==> src/hw/rps_pkg.sv <==
package rps_pkg;

  // ==========================================================================
  // Reset phases
  // ==========================================================================
  typedef enum logic [1:0]
  {
    RPS_IN_RESET,
    RPS_OUT_RESET,
    RPS_PREFETCH,
    RPS_RUN
  } rps_phase_e;

  // ==========================================================================
  // Pin values across reset
  // ==========================================================================
  localparam logic [19:0] RPS_SA_IN_RESET   = 20'hfff00;
  localparam logic [19:0] RPS_SA_OUT_RESET  = 20'hfff03;
  localparam logic [23:0] RPS_BOOT_ADDR     = 24'hfffff0;
  localparam logic [15:0] RPS_DATA_OUT_RST  = 16'h00ff;
  localparam logic [6:0]  RPS_LA_OUT_RESET  = 7'h00;
  localparam logic [2:0]  RPS_DACK_IDLE     = 3'h4;
  localparam logic [2:0]  RPS_IDE_ADDR_RST  = 3'h0;
  localparam logic [15:0] RPS_GPIO_RST      = 16'hffff;
  localparam logic [7:0]  RPS_IOCS_IDLE     = 8'hff;

  // Number of prefetch words issued after the reset output is released.
  localparam int          RPS_PREFETCH_WORDS = 8;
  // Clock cycles per prefetch word.
  localparam logic [3:0]  RPS_CYC_PER_WORD   = 4'h4;

  // ==========================================================================
  // Pin groups
  // ==========================================================================
  typedef struct packed
  {
    logic [19:0] addr;
    logic [6:0]  la;
    logic [15:0] data;
    logic        data_oe;
    logic        memory_write_strobe_b;
    logic        low_memr_b;
    logic        low_memory_write_strobe_b;
    logic        ior_b;
    logic        iow_b;
    logic        refresh_b;
  } rps_isa_s;

  typedef struct packed
  {
    logic [15:0] data;
    logic        data_oe;
    logic        rd_b;
    logic        wr_b;
    logic [7:0]  iocs_b;
  } rps_lb_s;

endpackage

==> src/hw/rps_prefetch.sv <==
`timescale 1ns/1ps
`default_nettype none

// Walks a short run of boot-code reads once the phase reaches prefetch.
module rps_prefetch
  import rps_pkg::*;
#(
  parameter int WORDS = RPS_PREFETCH_WORDS
)
(
  // Clock and reset
  input  wire logic        clk_i,
  input  wire logic        rst_b_i,
  // Control
  input  wire logic        start_i,
  // Cycle outputs
  output logic             busy_o,
  output logic             strobe_o,
  output logic [23:0]      addr_o,
  output logic             done_o
);

  logic [3:0]  cyc_ff;
  logic [7:0]  word_ff;
  logic        busy_ff;
  logic        done_ff;
  logic [23:0] addr_ff;

  // ==========================================================================
  // Sequencer
  // ==========================================================================
  always_ff @(posedge clk_i)
  begin
    if (!rst_b_i)
    begin
      busy_ff <= 1'b0;
      done_ff <= 1'b0;
      cyc_ff  <= 4'h0;
      word_ff <= 8'h00;
      // boot address start
      addr_ff <= RPS_BOOT_ADDR;
    end
    else if (start_i && !busy_ff && !done_ff)
    begin
      busy_ff <= 1'b1;
      cyc_ff  <= 4'h0;
      word_ff <= 8'h00;
      addr_ff <= RPS_BOOT_ADDR;
    end
    else if (busy_ff)
    begin
      if (cyc_ff == RPS_CYC_PER_WORD - 4'h1)
      begin
        cyc_ff  <= 4'h0;
        addr_ff <= addr_ff + 24'h000002;
        if (word_ff == 8'(WORDS - 1))
        begin
          busy_ff <= 1'b0;
          done_ff <= 1'b1;
        end
        else
        begin
          word_ff <= word_ff + 8'h01;
        end
      end
      else
      begin
        cyc_ff <= cyc_ff + 4'h1;
      end
    end
  end

  // The strobe is high in the middle two cycles so address settles first.
  assign busy_o   = busy_ff;
  assign strobe_o = busy_ff && (cyc_ff == 4'h1 || cyc_ff == 4'h2);
  assign addr_o   = addr_ff;
  assign done_o   = done_ff;

endmodule

`default_nettype wire

==> src/hw/rps_reset_pins.sv <==
// Overview of operation
// ISA/IDE select high during reset, low after reset output release.
// ISA address 0xFFFXX during reset input, 0xFFF03 during output reset.
// After reset output release, prefetch on ISA when in ISA or PCMCIA mode.
// First prefetch starts at boot address 0xFFFFF0.
// ISA data undefined in input reset, 0xFF during output reset.
// Latched upper address undefined in input reset, then 0x00.
// Memory and I/O strobes undefined in input reset, then high.
// Refresh strobe high after reset input release.
// Encoded DMA acknowledge inputs during reset, 0x04 after release.
// GPIO chip select tristate during reset, high after release.
// RTC address strobe low after reset input release.
// Local data 0xFF after reset input, prefetch after output release.
// Local read strobe high, then used for prefetch after release.
// Local write strobe and eight I/O selects stay high through reset.
// IDE device address low after reset input release.
// All four IDE chip selects low after reset input release.
// Both IDE DMA acknowledges high during reset.
// Two-wire serial clock stays an undriven input during reset.
// Board gates each IDE chip select with the ISA/IDE select.
// GPIO high, test data out high, speaker low through reset.
`timescale 1ns/1ps
`default_nettype none

module rps_reset_pins
  import rps_pkg::*;
#(
  parameter int PREFETCH_WORDS = RPS_PREFETCH_WORDS
)
(
  // Clock and reset
  input  wire logic        clk_i,
  input  wire logic        rst_b_i,
  // Reset phase inputs
  input  wire logic        system_reset_input_b_i,
  input  wire logic        system_reset_output_b_i,
  input  wire logic        isa_boot_mode_i,
  // Functional values once running
  input  wire logic [19:0] run_isa_system_address_i,
  input  wire logic [2:0]  run_encoded_dma_acknowledge_i,
  input  wire logic [15:0] run_gpio_i,
  input  wire logic        run_speaker_drive_i,
  // Phase and prefetch status
  output rps_phase_e       phase_o,
  output logic             prefetch_done_o,
  // ISA pins
  output logic             isa_ide_output_select_o,
  output rps_isa_s         isa_o,
  output logic [2:0]       encoded_dma_acknowledge_o,
  output logic             encoded_dma_acknowledge_oe_o,
  output logic             gpio_chip_select_b_o,
  output logic             gpio_chip_select_oe_o,
  output logic             rtc_address_strobe_o,
  // Local bus pins
  output rps_lb_s          lb_o,
  // IDE pins
  output logic [2:0]       ide_device_address_o,
  output logic             ide_primary_select_a_o,
  output logic             ide_primary_select_b_o,
  output logic             ide_secondary_select_a_o,
  output logic             ide_secondary_select_b_o,
  output logic             ide_primary_dma_ack_b_o,
  output logic             ide_secondary_dma_ack_b_o,
  // Two-wire, GPIO, test and speaker pins
  output logic             serial_clock_o,
  output logic             serial_clock_oe_o,
  output logic [15:0]      gpio_o,
  output logic             test_data_out_o,
  output logic             speaker_drive_o
);

  rps_phase_e  phase_ff;
  rps_phase_e  nxt_phase;
  logic        pf_start;
  logic        pf_busy;
  logic        pf_strobe;
  logic [23:0] pf_addr;
  logic        pf_done;
  logic        isa_pf;
  logic        lb_pf;
  logic        in_reset;
  logic        pf_rst_b;
  logic [3:0]  ide_sel;

  // ==========================================================================
  // Phase decoding
  // ==========================================================================
  // Both reset phases hold the pins at their reset levels and keep the
  // prefetch sequencer cleared, so the test lives in one place.
  function automatic logic is_reset_phase(input rps_phase_e phase);
    logic hit;
    hit = 1'b0;
    if (phase == RPS_IN_RESET)
    begin
      hit = 1'b1;
    end
    else if (phase == RPS_OUT_RESET)
    begin
      hit = 1'b1;
    end
    return hit;
  endfunction

  // The acknowledge, GPIO and speaker run values reach the pins only once the boot reads are over.
  function automatic logic is_run_phase(input rps_phase_e phase);
    logic hit;
    hit = 1'b0;
    if (phase == RPS_RUN)
    begin
      hit = 1'b1;
    end
    return hit;
  endfunction

  // ==========================================================================
  // Phase tracking
  // ==========================================================================
  // Either reset input dropping overrides the forward order, so a glitch
  // on the board restarts the sequence instead of skipping a phase.
  always_comb
  begin
    nxt_phase = phase_ff;
    case (phase_ff)
      RPS_IN_RESET:
      begin
        if (system_reset_input_b_i)
        begin
          nxt_phase = RPS_OUT_RESET;
        end
      end
      RPS_OUT_RESET:
      begin
        if (system_reset_output_b_i)
        begin
          nxt_phase = RPS_PREFETCH;
        end
      end
      RPS_PREFETCH:
      begin
        if (pf_done)
        begin
          nxt_phase = RPS_RUN;
        end
      end
      RPS_RUN:
      begin
        nxt_phase = RPS_RUN;
      end
      default:
      begin
        nxt_phase = RPS_IN_RESET;
      end
    endcase
    // A fresh reset input always restarts the sequence.
    if (!system_reset_input_b_i)
    begin
      nxt_phase = RPS_IN_RESET;
    end
    else if (!system_reset_output_b_i && phase_ff != RPS_IN_RESET)
    begin
      nxt_phase = RPS_OUT_RESET;
    end
  end

  always_ff @(posedge clk_i)
  begin
    if (!rst_b_i)
    begin
      phase_ff <= RPS_IN_RESET;
    end
    else
    begin
      phase_ff <= nxt_phase;
    end
  end

  assign phase_o  = phase_ff;
  assign in_reset = is_reset_phase(phase_ff);

  // ==========================================================================
  // Boot prefetch
  // ==========================================================================
  // The sequencer starts on the first cycle of the prefetch phase and is
  // held cleared through both reset phases.
  assign pf_start = (phase_ff == RPS_PREFETCH);
  assign pf_rst_b = rst_b_i && !in_reset;

  // The sequencer keeps its done flag until a reset, so a later return to
  // the reset phases restarts it through its own reset.
  rps_prefetch #(
    .WORDS (PREFETCH_WORDS)
  ) i_rps_prefetch (
    .clk_i    (clk_i),
    .rst_b_i  (pf_rst_b),
    .start_i  (pf_start),
    .busy_o   (pf_busy),
    .strobe_o (pf_strobe),
    .addr_o   (pf_addr),
    .done_o   (pf_done)
  );

  // Only one of the two buses carries the boot reads; the mode input picks it.
  // ISA prefetch mode
  assign isa_pf = pf_busy && isa_boot_mode_i;
  assign lb_pf  = pf_busy && !isa_boot_mode_i;
  assign prefetch_done_o = pf_done;

  // ==========================================================================
  // ISA pins
  // ==========================================================================
  // select follows reset
  assign isa_ide_output_select_o = in_reset;

  // The reset levels are decoded from the registered phase only, so the pins
  // cannot glitch while the reset inputs move between clock edges.
  always_comb
  begin
    isa_o = '0;
    case (phase_ff)
      RPS_IN_RESET:
      begin
        // address during input reset; low byte is don't-care
        isa_o.addr       = RPS_SA_IN_RESET;
        // data undefined, left undriven
        isa_o.data_oe    = 1'b0;
        // upper address undefined
        isa_o.la         = RPS_LA_OUT_RESET;
        // strobes undefined, held inactive
        isa_o.memory_write_strobe_b     = 1'b1;
        isa_o.low_memr_b = 1'b1;
        isa_o.low_memory_write_strobe_b = 1'b1;
        isa_o.ior_b      = 1'b1;
        isa_o.iow_b      = 1'b1;
        isa_o.refresh_b  = 1'b1;
      end
      RPS_OUT_RESET:
      begin
        // address during output reset
        isa_o.addr       = RPS_SA_OUT_RESET;
        // data 0xFF
        isa_o.data       = RPS_DATA_OUT_RST;
        isa_o.data_oe    = 1'b1;
        // upper address zero
        isa_o.la         = RPS_LA_OUT_RESET;
        // strobes inactive
        isa_o.memory_write_strobe_b     = 1'b1;
        isa_o.low_memr_b = 1'b1;
        isa_o.low_memory_write_strobe_b = 1'b1;
        isa_o.ior_b      = 1'b1;
        isa_o.iow_b      = 1'b1;
        // refresh high
        isa_o.refresh_b  = 1'b1;
      end
      default:
      begin
        isa_o.memory_write_strobe_b     = 1'b1;
        isa_o.low_memory_write_strobe_b = 1'b1;
        isa_o.ior_b      = 1'b1;
        isa_o.iow_b      = 1'b1;
        isa_o.refresh_b  = 1'b1;
        if (isa_pf)
        begin
          // ISA prefetch address
          isa_o.addr       = pf_addr[19:0];
          isa_o.la         = pf_addr[23:17];
          isa_o.low_memr_b = !pf_strobe;
        end
        else
        begin
          isa_o.addr       = run_isa_system_address_i;
          isa_o.low_memr_b = 1'b1;
        end
      end
    endcase
  end

  // Limitation: in the run phase the acknowledge code passes straight
  // through; its timing belongs to the DMA logic that supplies it.
  // DMA acknowledge input then idle
  assign encoded_dma_acknowledge_o    = is_run_phase(phase_ff) ? run_encoded_dma_acknowledge_i : RPS_DACK_IDLE;
  assign encoded_dma_acknowledge_oe_o = !in_reset;
  // chip select tristate then high
  assign gpio_chip_select_b_o  = 1'b1;
  assign gpio_chip_select_oe_o = !in_reset;
  // RTC strobe low
  assign rtc_address_strobe_o  = 1'b0;

  // ==========================================================================
  // Local bus pins
  // ==========================================================================
  always_comb
  begin
    lb_o        = '0;
    // writes and selects inactive
    lb_o.wr_b   = 1'b1;
    lb_o.iocs_b = RPS_IOCS_IDLE;
    // local data 0xFF
    lb_o.data    = RPS_DATA_OUT_RST;
    // A local-bus prefetch turns the data lines round to receive boot code,
    // so their enable drops while the sequencer owns the bus.
    lb_o.data_oe = (phase_ff != RPS_IN_RESET) && !lb_pf;
    // read strobe for prefetch
    lb_o.rd_b    = !(lb_pf && pf_strobe);
  end

  // ==========================================================================
  // IDE pins
  // ==========================================================================
  // device address low
  assign ide_device_address_o     = RPS_IDE_ADDR_RST;
  // The selects share pins with the upper ISA address, so the board gates
  // them with the ISA/IDE select before they reach a drive.
  // IDE selects low
  for (genvar gi = 0; gi < 4; gi++)
  begin : g_ide_sel
    assign ide_sel[gi] = 1'b0;
  end
  assign ide_primary_select_a_o   = ide_sel[0];
  assign ide_primary_select_b_o   = ide_sel[1];
  assign ide_secondary_select_a_o = ide_sel[2];
  assign ide_secondary_select_b_o = ide_sel[3];
  // IDE acknowledges high
  assign ide_primary_dma_ack_b_o   = 1'b1;
  assign ide_secondary_dma_ack_b_o = 1'b1;

  // ==========================================================================
  // Miscellaneous pins
  // ==========================================================================
  // The two-wire clock is open-drain with a pull-up, so leaving the enable
  // low lets the line float high; the driven value stays low.
  // serial clock undriven
  assign serial_clock_o    = 1'b0;
  assign serial_clock_oe_o = 1'b0;
  // The run values are not registered here; their source owns their timing.
  // reset levels of GPIO, test and speaker
  assign gpio_o          = is_run_phase(phase_ff) ? run_gpio_i : RPS_GPIO_RST;
  assign test_data_out_o = 1'b1;
  assign speaker_drive_o = is_run_phase(phase_ff) ? run_speaker_drive_i : 1'b0;

endmodule

`default_nettype wire

==> config.mk <==
export PLATFORM = sky130hd
export DESIGN_NAME = rps_reset_pins
export DESIGN_NICKNAME = d
export VERILOG_FILES = /design/src/hw/rps_pkg.sv /design/src/hw/rps_prefetch.sv /design/src/hw/rps_reset_pins.sv
export SDC_FILE = /design/constraint.sdc
export NUM_CORES = 1
export LEC_CHECK = 0
export BUFFER_PORTS_ARGS = -buffer_cell sky130_fd_sc_hd__buf_2
export CAP_MARGIN = 5
export CORE_UTILIZATION = 48
export DETAILED_ROUTE_END_ITERATION = 12
export HOLD_SLACK_MARGIN = 0.15
export PLACE_DENSITY_LB_ADDON = 0.05
export SETUP_SLACK_MARGIN = 0.4
export SLEW_MARGIN = 20
export SYNTH_ARGS = -nofsm -noshare
export SYNTH_HDL_FRONTEND = slang
export SYNTH_SLANG_ARGS = --single-unit
export TNS_END_PERCENT = 10
==> constraint.sdc <==
create_clock -name clk_i -period 5.55 [get_ports clk_i]
set_input_delay 0 -clock clk_i [delete_from_list [all_inputs] [get_ports clk_i]]
set_output_delay 0 -clock clk_i [all_outputs]
set_load 0.01 [all_outputs]
* After elaboration in Yosys (flattened, before gate mapping)
Index checks and enable logic that the tools add are counted.
** Storage, ports and cells
- Register bits after elaboration :: 40
- Output and inout bits :: 117
** Cells by class
- Reductions and logical operators :: 29
- Bitwise operators :: 5
- Mux-type cells :: 21
- Equality and inequality tests :: 11
- $add $sub $neg :: 3
** Operator list (count)
- $pmux 27 s2 :: 1
- $add 24x2->24 const B :: 1
- $mux 20 :: 1
- $mux 16 :: 1
- $mux 1 :: 10
- $logic_and 1x1->1 :: 9
- $add 8x1->8 const B :: 1
- $eq 4x2->1 const B :: 2
- $eq 8x3->1 const B :: 1
- $logic_not 1->1 :: 8
- $mux 8 :: 1
- $pmux 2 s4 :: 1
- $reduce_and 2->1 :: 4
- $mux 7 :: 1
- $ne 3x3->1 const B :: 2
- $mux 5 :: 1
- $not 1->1 :: 5
- $add 4x1->4 const B :: 1
- $eq 2x2->1 const B :: 2
- $eq 4x1->1 const B :: 1
- $mux 2 :: 2
- $mux 4 :: 1
- $ne 2x2->1 const B :: 2
- $reduce_and 4->1 :: 1
- 8 further kinds :: 9

* Longest topological paths before layout
- Word-level depth :: 7
- Mapped depth :: 6
- Gate-level depth less buffers :: 5

* Modules after synthesis
Synthesis repeated with hierarchy kept, for this count alone.
** Unflattened totals
- Cells, all modules :: 383
- Area, all modules :: 2971.6 um^2
** Modules (own cells, without submodules)
- rps_prefetch :: instances 1, area each 1759.2 um^2, cells each 203
- rps_reset_pins :: instances 1, area each 1212.4 um^2, cells each 180

* Least setup slack after synthesis
Ideal clock, no wire load.
- Kind :: register to register
- Start point :: register i_rps_prefetch.cyc_ff[0]
- End point :: register i_rps_prefetch.addr_ff[17], in the netlist i_rps_prefetch.addr_o[17]
- Buffers on the path :: 1
- Cell stages (with the launch flop) :: 7
- Arrival :: 1.656 ns
- Path slack :: 3.767 ns
- Data required time :: 5.423 ns
- Clock period less this slack :: 1.783 ns
- Library setup time :: 0.127 ns
- Path through :: dfxtp_1 ha_1 and4bb_1 buf_6 nand3_4 o31a_1 or3_1
** Between the ends
- Word-level cells in the longest chain between the ends :: 2
** RTL lines
- from (decl) :: line rps_prefetch.sv:23 : logic [3:0] cyc_ff;
- from (signal assigned) :: line rps_prefetch.sv:68 : cyc_ff <= cyc_ff + 4'h1;
- $eq 4x2->1 :: line rps_prefetch.sv:52 : if (cyc_ff == RPS_CYC_PER_WORD - 4'h1)
- $reduce_and 2->1 (no line)
- to (signal assigned) :: line rps_prefetch.sv:55 : addr_ff <= addr_ff + 24'h000002;
- to (decl) :: line rps_prefetch.sv:27 : logic [23:0] addr_ff;
Every way passes these cells.
A chain may end at the register's enable or synchronous reset.

* Final worst setup path
- Start point :: register phase_ff[1], in the netlist phase_o[1]
- End point :: register phase_ff[0], in the netlist phase_o[0]
** Between the ends
- Word-level cells in the longest chain between the ends :: 4
** RTL lines
- from (decl) :: line rps_reset_pins.sv:72 : rps_phase_e phase_ff;
- from (signal assigned) :: line rps_reset_pins.sv:173 : phase_ff <= nxt_phase;
- $reduce_bool 2->1 :: line rps_reset_pins.sv:159 : else if (!system_reset_output_b_i && phase_ff != RPS_IN_RESET)
- $logic_and 1x1->1 :: line rps_reset_pins.sv:159
- $ne 3x3->1 (no line)
- $reduce_and 2->1 (no line)
Several ways; a longest one is shown, not always the timed one.

==> key figures <==
Timing
  • Slew margin rel.: 0.348
  • Post-layout min period: 2.27 ns
  • Fmax achieved: about 440 MHz
  • RSZ-0062 raised after global routing: false
  • Final setup TNS: 0 ns
  • Fin. Hold Viols: 0
  • Slew Viols, Final: 0
  • Final setup violation count: 0
  • Fin crit share: 0.410
  • Worst Max-Slew Pin Slew: ~0.98 ns
  • Clk_skew: 0.0100 ns

Yosys
  • Share of the synthesized area in the top cell type: 0.275
  • Synthesized cell area: approximately 0.0028 mm^2
  • Seq/Total Area, Yosys: 0.275
  • Asr flop ratio synth: 0
  • Area leader, netlist: dfxtp_1
  • Post-Syn Instances: 380
  • EDFF count, synth: 0
  • Synth warn: 0
  • Yosys reg bits: 39
  • Distinct cells, synth: 47
  • Mean Syn Cell Area: 7.47 um^2
  • Prevailing post-synth register cell: dfxtp_1
  • Synth area leaders: dfxtp_1, buf_4, nand2_1
  • Top post-synthesis cells by count: nand2_1, buf_4, dfxtp_1, nand3_1, nor2_1
  • Count leader, synth: nand2_1

Clock tree
  • Setup bufs post-CTS: 0
  • H-Tree Depth: 2
  • Cts bufs inserted: 5
  • CTS resizes: 0
  • CTS tree: built
  • Clock slew at the register clock pins of the worst setup and hold paths: 0.08 ns
  • Max clock buf depth: 2
  • Root Driver: clkbuf_8
  • Clock latency on the worst-skew pair: 0.30 ns
  • Clk sink count: 39

Pwr
  • Combinational power share: 0.103
  • Sw Ratio: 0.249
  • Int Pwr: 0.416 mW
  • Power per cell area: 169 mW/mm^2
  • Leakage: roughly 1.5 nW
  • Reg power frac: 0.509
  • Part of the power in the clock network: 0.388
  • Worst IR drop on VDD: 0.111 mV
  • Sw Pwr: 0.138 mW

Global routing
  • Wire length of the first global-routing pass: about 11 mm
  • Initial antenna violation count: 0
  • Largest net degree at the start of global routing: 35
  • Total gr overflow: 0
  • Overall Global Routing Usage: 0.218
  • Vias in the first global route: ~2200

Worst setup path
  • Crit. End Element: register
  • Worst r2r src: phase_o[1]$_SDFFE_PP0P_
  • Crit path buf inv count: 1
  • CP required: 5.80 ns
  • Critical Path AT: roughly 2.5 ns
  • Crit path from: phase_o[1]$_SDFFE_PP0P_
  • Critical path peak fanout: 34
  • Crit Path Category: reg2reg
  • Max stage delay on crit path: 0.97 ns
  • Crit path max-delay family: flip-flops
  • Crit start category: register
  • Crit-path cells: nor2b_1, a21o_1, a21oi_1, dlygate4sd3_1
  • Worst path slowest cell: dfxtp_1

Route
  • Drt initial violations: 102
  • 1st-pass router iterations: 4
  • Detailed-route DRC error count: 0
  • Final ANT Viol Nets: 0
  • Total number of vias: 2733
  • Vias per cell: 4.99
  • WL per Instance: 12.5 um
  • WL final: 6.87 mm

Finish
  • Diodes inserted: 0
  • Post-layout util: 0.587
  • Nets: 525
  • Flip-flop and latch area: 781 um^2
  • Multi-input logic area: between 0.0015 and 0.002 mm^2
  • P&R area growth vs syn: 15.9%
  • Fill count: 539
  • Layout cells sized above 1: 0.294

Floorplan
  • Total Die Area: 0.00623 mm^2
  • Placement row count: 27
  • IO Count: 162
  • Die W: 78.9 um
  • CORE AREA: 0.00561 mm^2
  • Initial core utilization: 0.506
  • Die Height: 78.9 um

Job
  • Max-Cap Viols: 0

Min path
  • Hold Startpoint: run_gpio_i[5]
  • Worst Hold Class: in2out

Place
  • Number of port buffers: 109
  • Placed wire-length estimate: 5.28 mm
  • Final Wtd Congestion: 0.791

Outcome
  • Outcome: completed
==> power groups by stage <==
stage	Clock, mW	Sequential [mW]	Combinational (mW)
detailed placement	0	0.289	0.0542
floorplan	0	0.288	0.0629
finish	0.215	0.282	0.0574
global placement	0	0.289	0.0539
CTS	0.220	0.282	0.0570
global route	0.233	0.283	0.0644
==> cell usage in the layout (no fill, tap or decap), types with 13 or more instances in the layout <==
master / instances
a21oi_1: 14
and3_1: 13
buf_2: 109
conb_1: 52
dfxtp_1: 39
nand2_1: 63
nand3_1: 27
nor2_1: 20
or2_2: 17
xnor2_1: 13
==> registers in the layout, indices dropped and copies added (netlist names) <==
name / flops
i_rps_prefetch.cyc_ff: 4
phase_o: 2
i_rps_prefetch.done_o: 1
i_rps_prefetch.addr_o: 23
i_rps_prefetch.busy_o: 1
i_rps_prefetch.word_ff: 8
==> logic make-up (layout without fill, tap and decap cells) <==
logic type / count (synthesis) / count (layout) / synth area share
AO/OA/AOI/OAI: 37 / 37 / 0.0824
flip-flops: 39 / 39 / 0.275
XOR/XNOR: 17 / 17 / 0.0524
buffers and inverters: 88 / 134 / 0.203
adder cells (fa/ha/maj): 5 / 5 / 0.0220
multiplexers: 2 / 2 / 0.00705
other: 2 / 52 / 0.00265
AND/OR/NAND/NOR: 190 / 190 / 0.356
==> metal layers <==
metal  vias to the layer above  global-route usage  wire length [um]
met5                         -                   0                 0
met4                         0              0.0655               109
met3                        12              0.0437               411
met2                       108               0.363              3270
met1                      1244               0.283              3080
li1                       1369                   -                 -
==> per-stage QoR <==
stage | cells | instance area [um^2] | setup WS (ns) | total power [mW] | hold slack (ns)
finish | 548 | 3290 | 3.28 | 0.555 | 0.267
global placement | 535 | 3140 | 3.43 | 0.343 | 0.186
detailed placement | 535 | 3140 | 3.37 | 0.343 | 0.199
global route | 548 | 3290 | 3.02 | 0.580 | 0.279
floorplan | 430 | 3030 | 3.77 | 0.351 | 0.0889
CTS | 548 | 3290 | 3.27 | 0.559 | 0.268
==> cell type report <==
type	instances	share of cell area
Timing Repair Buffer	116	0.186
Tap cell	72	0.0274
Inverter	10	0.0114
Sequential cell	39	0.237
Clock buffer	8	0.0304
Multi-Input combinational cell	303	0.508
==> final timing paths <==
kind / endpoint / slack (ns) / depth (start not counted)
worst max-delay path: phase_o[0]$_SDFFE_PP0P_ / 3.28 / 4
worst min-delay path: gpio_o[5] / 0.27 / 3
worst max register to register: phase_o[0]$_SDFFE_PP0P_ / 3.28 / 4
worst min register to register: i_rps_prefetch.done_o$_SDFFE_PN0P_ / 0.47 / 2
==> worst register-to-register path, delay by kind of cell, from the launching register on <==
kind / cells / cell delay (ns)
AOI/OAI and AO/OA: 2 / 0.37
buffers and inverters: 1 / 0.55
DFF: 1 / 0.97
and+or+nand+nor: 1 / 0.33
==> repair_timing <==
| item | CTS | global route |
|---|---|---|
| hold buffers | 5 | 0 |
| setup endpoints to repair | 0 | 0 |
| hold endpoints to repair | 4 | 0 |
Note: power is estimated with default switching activity, not from simulation.
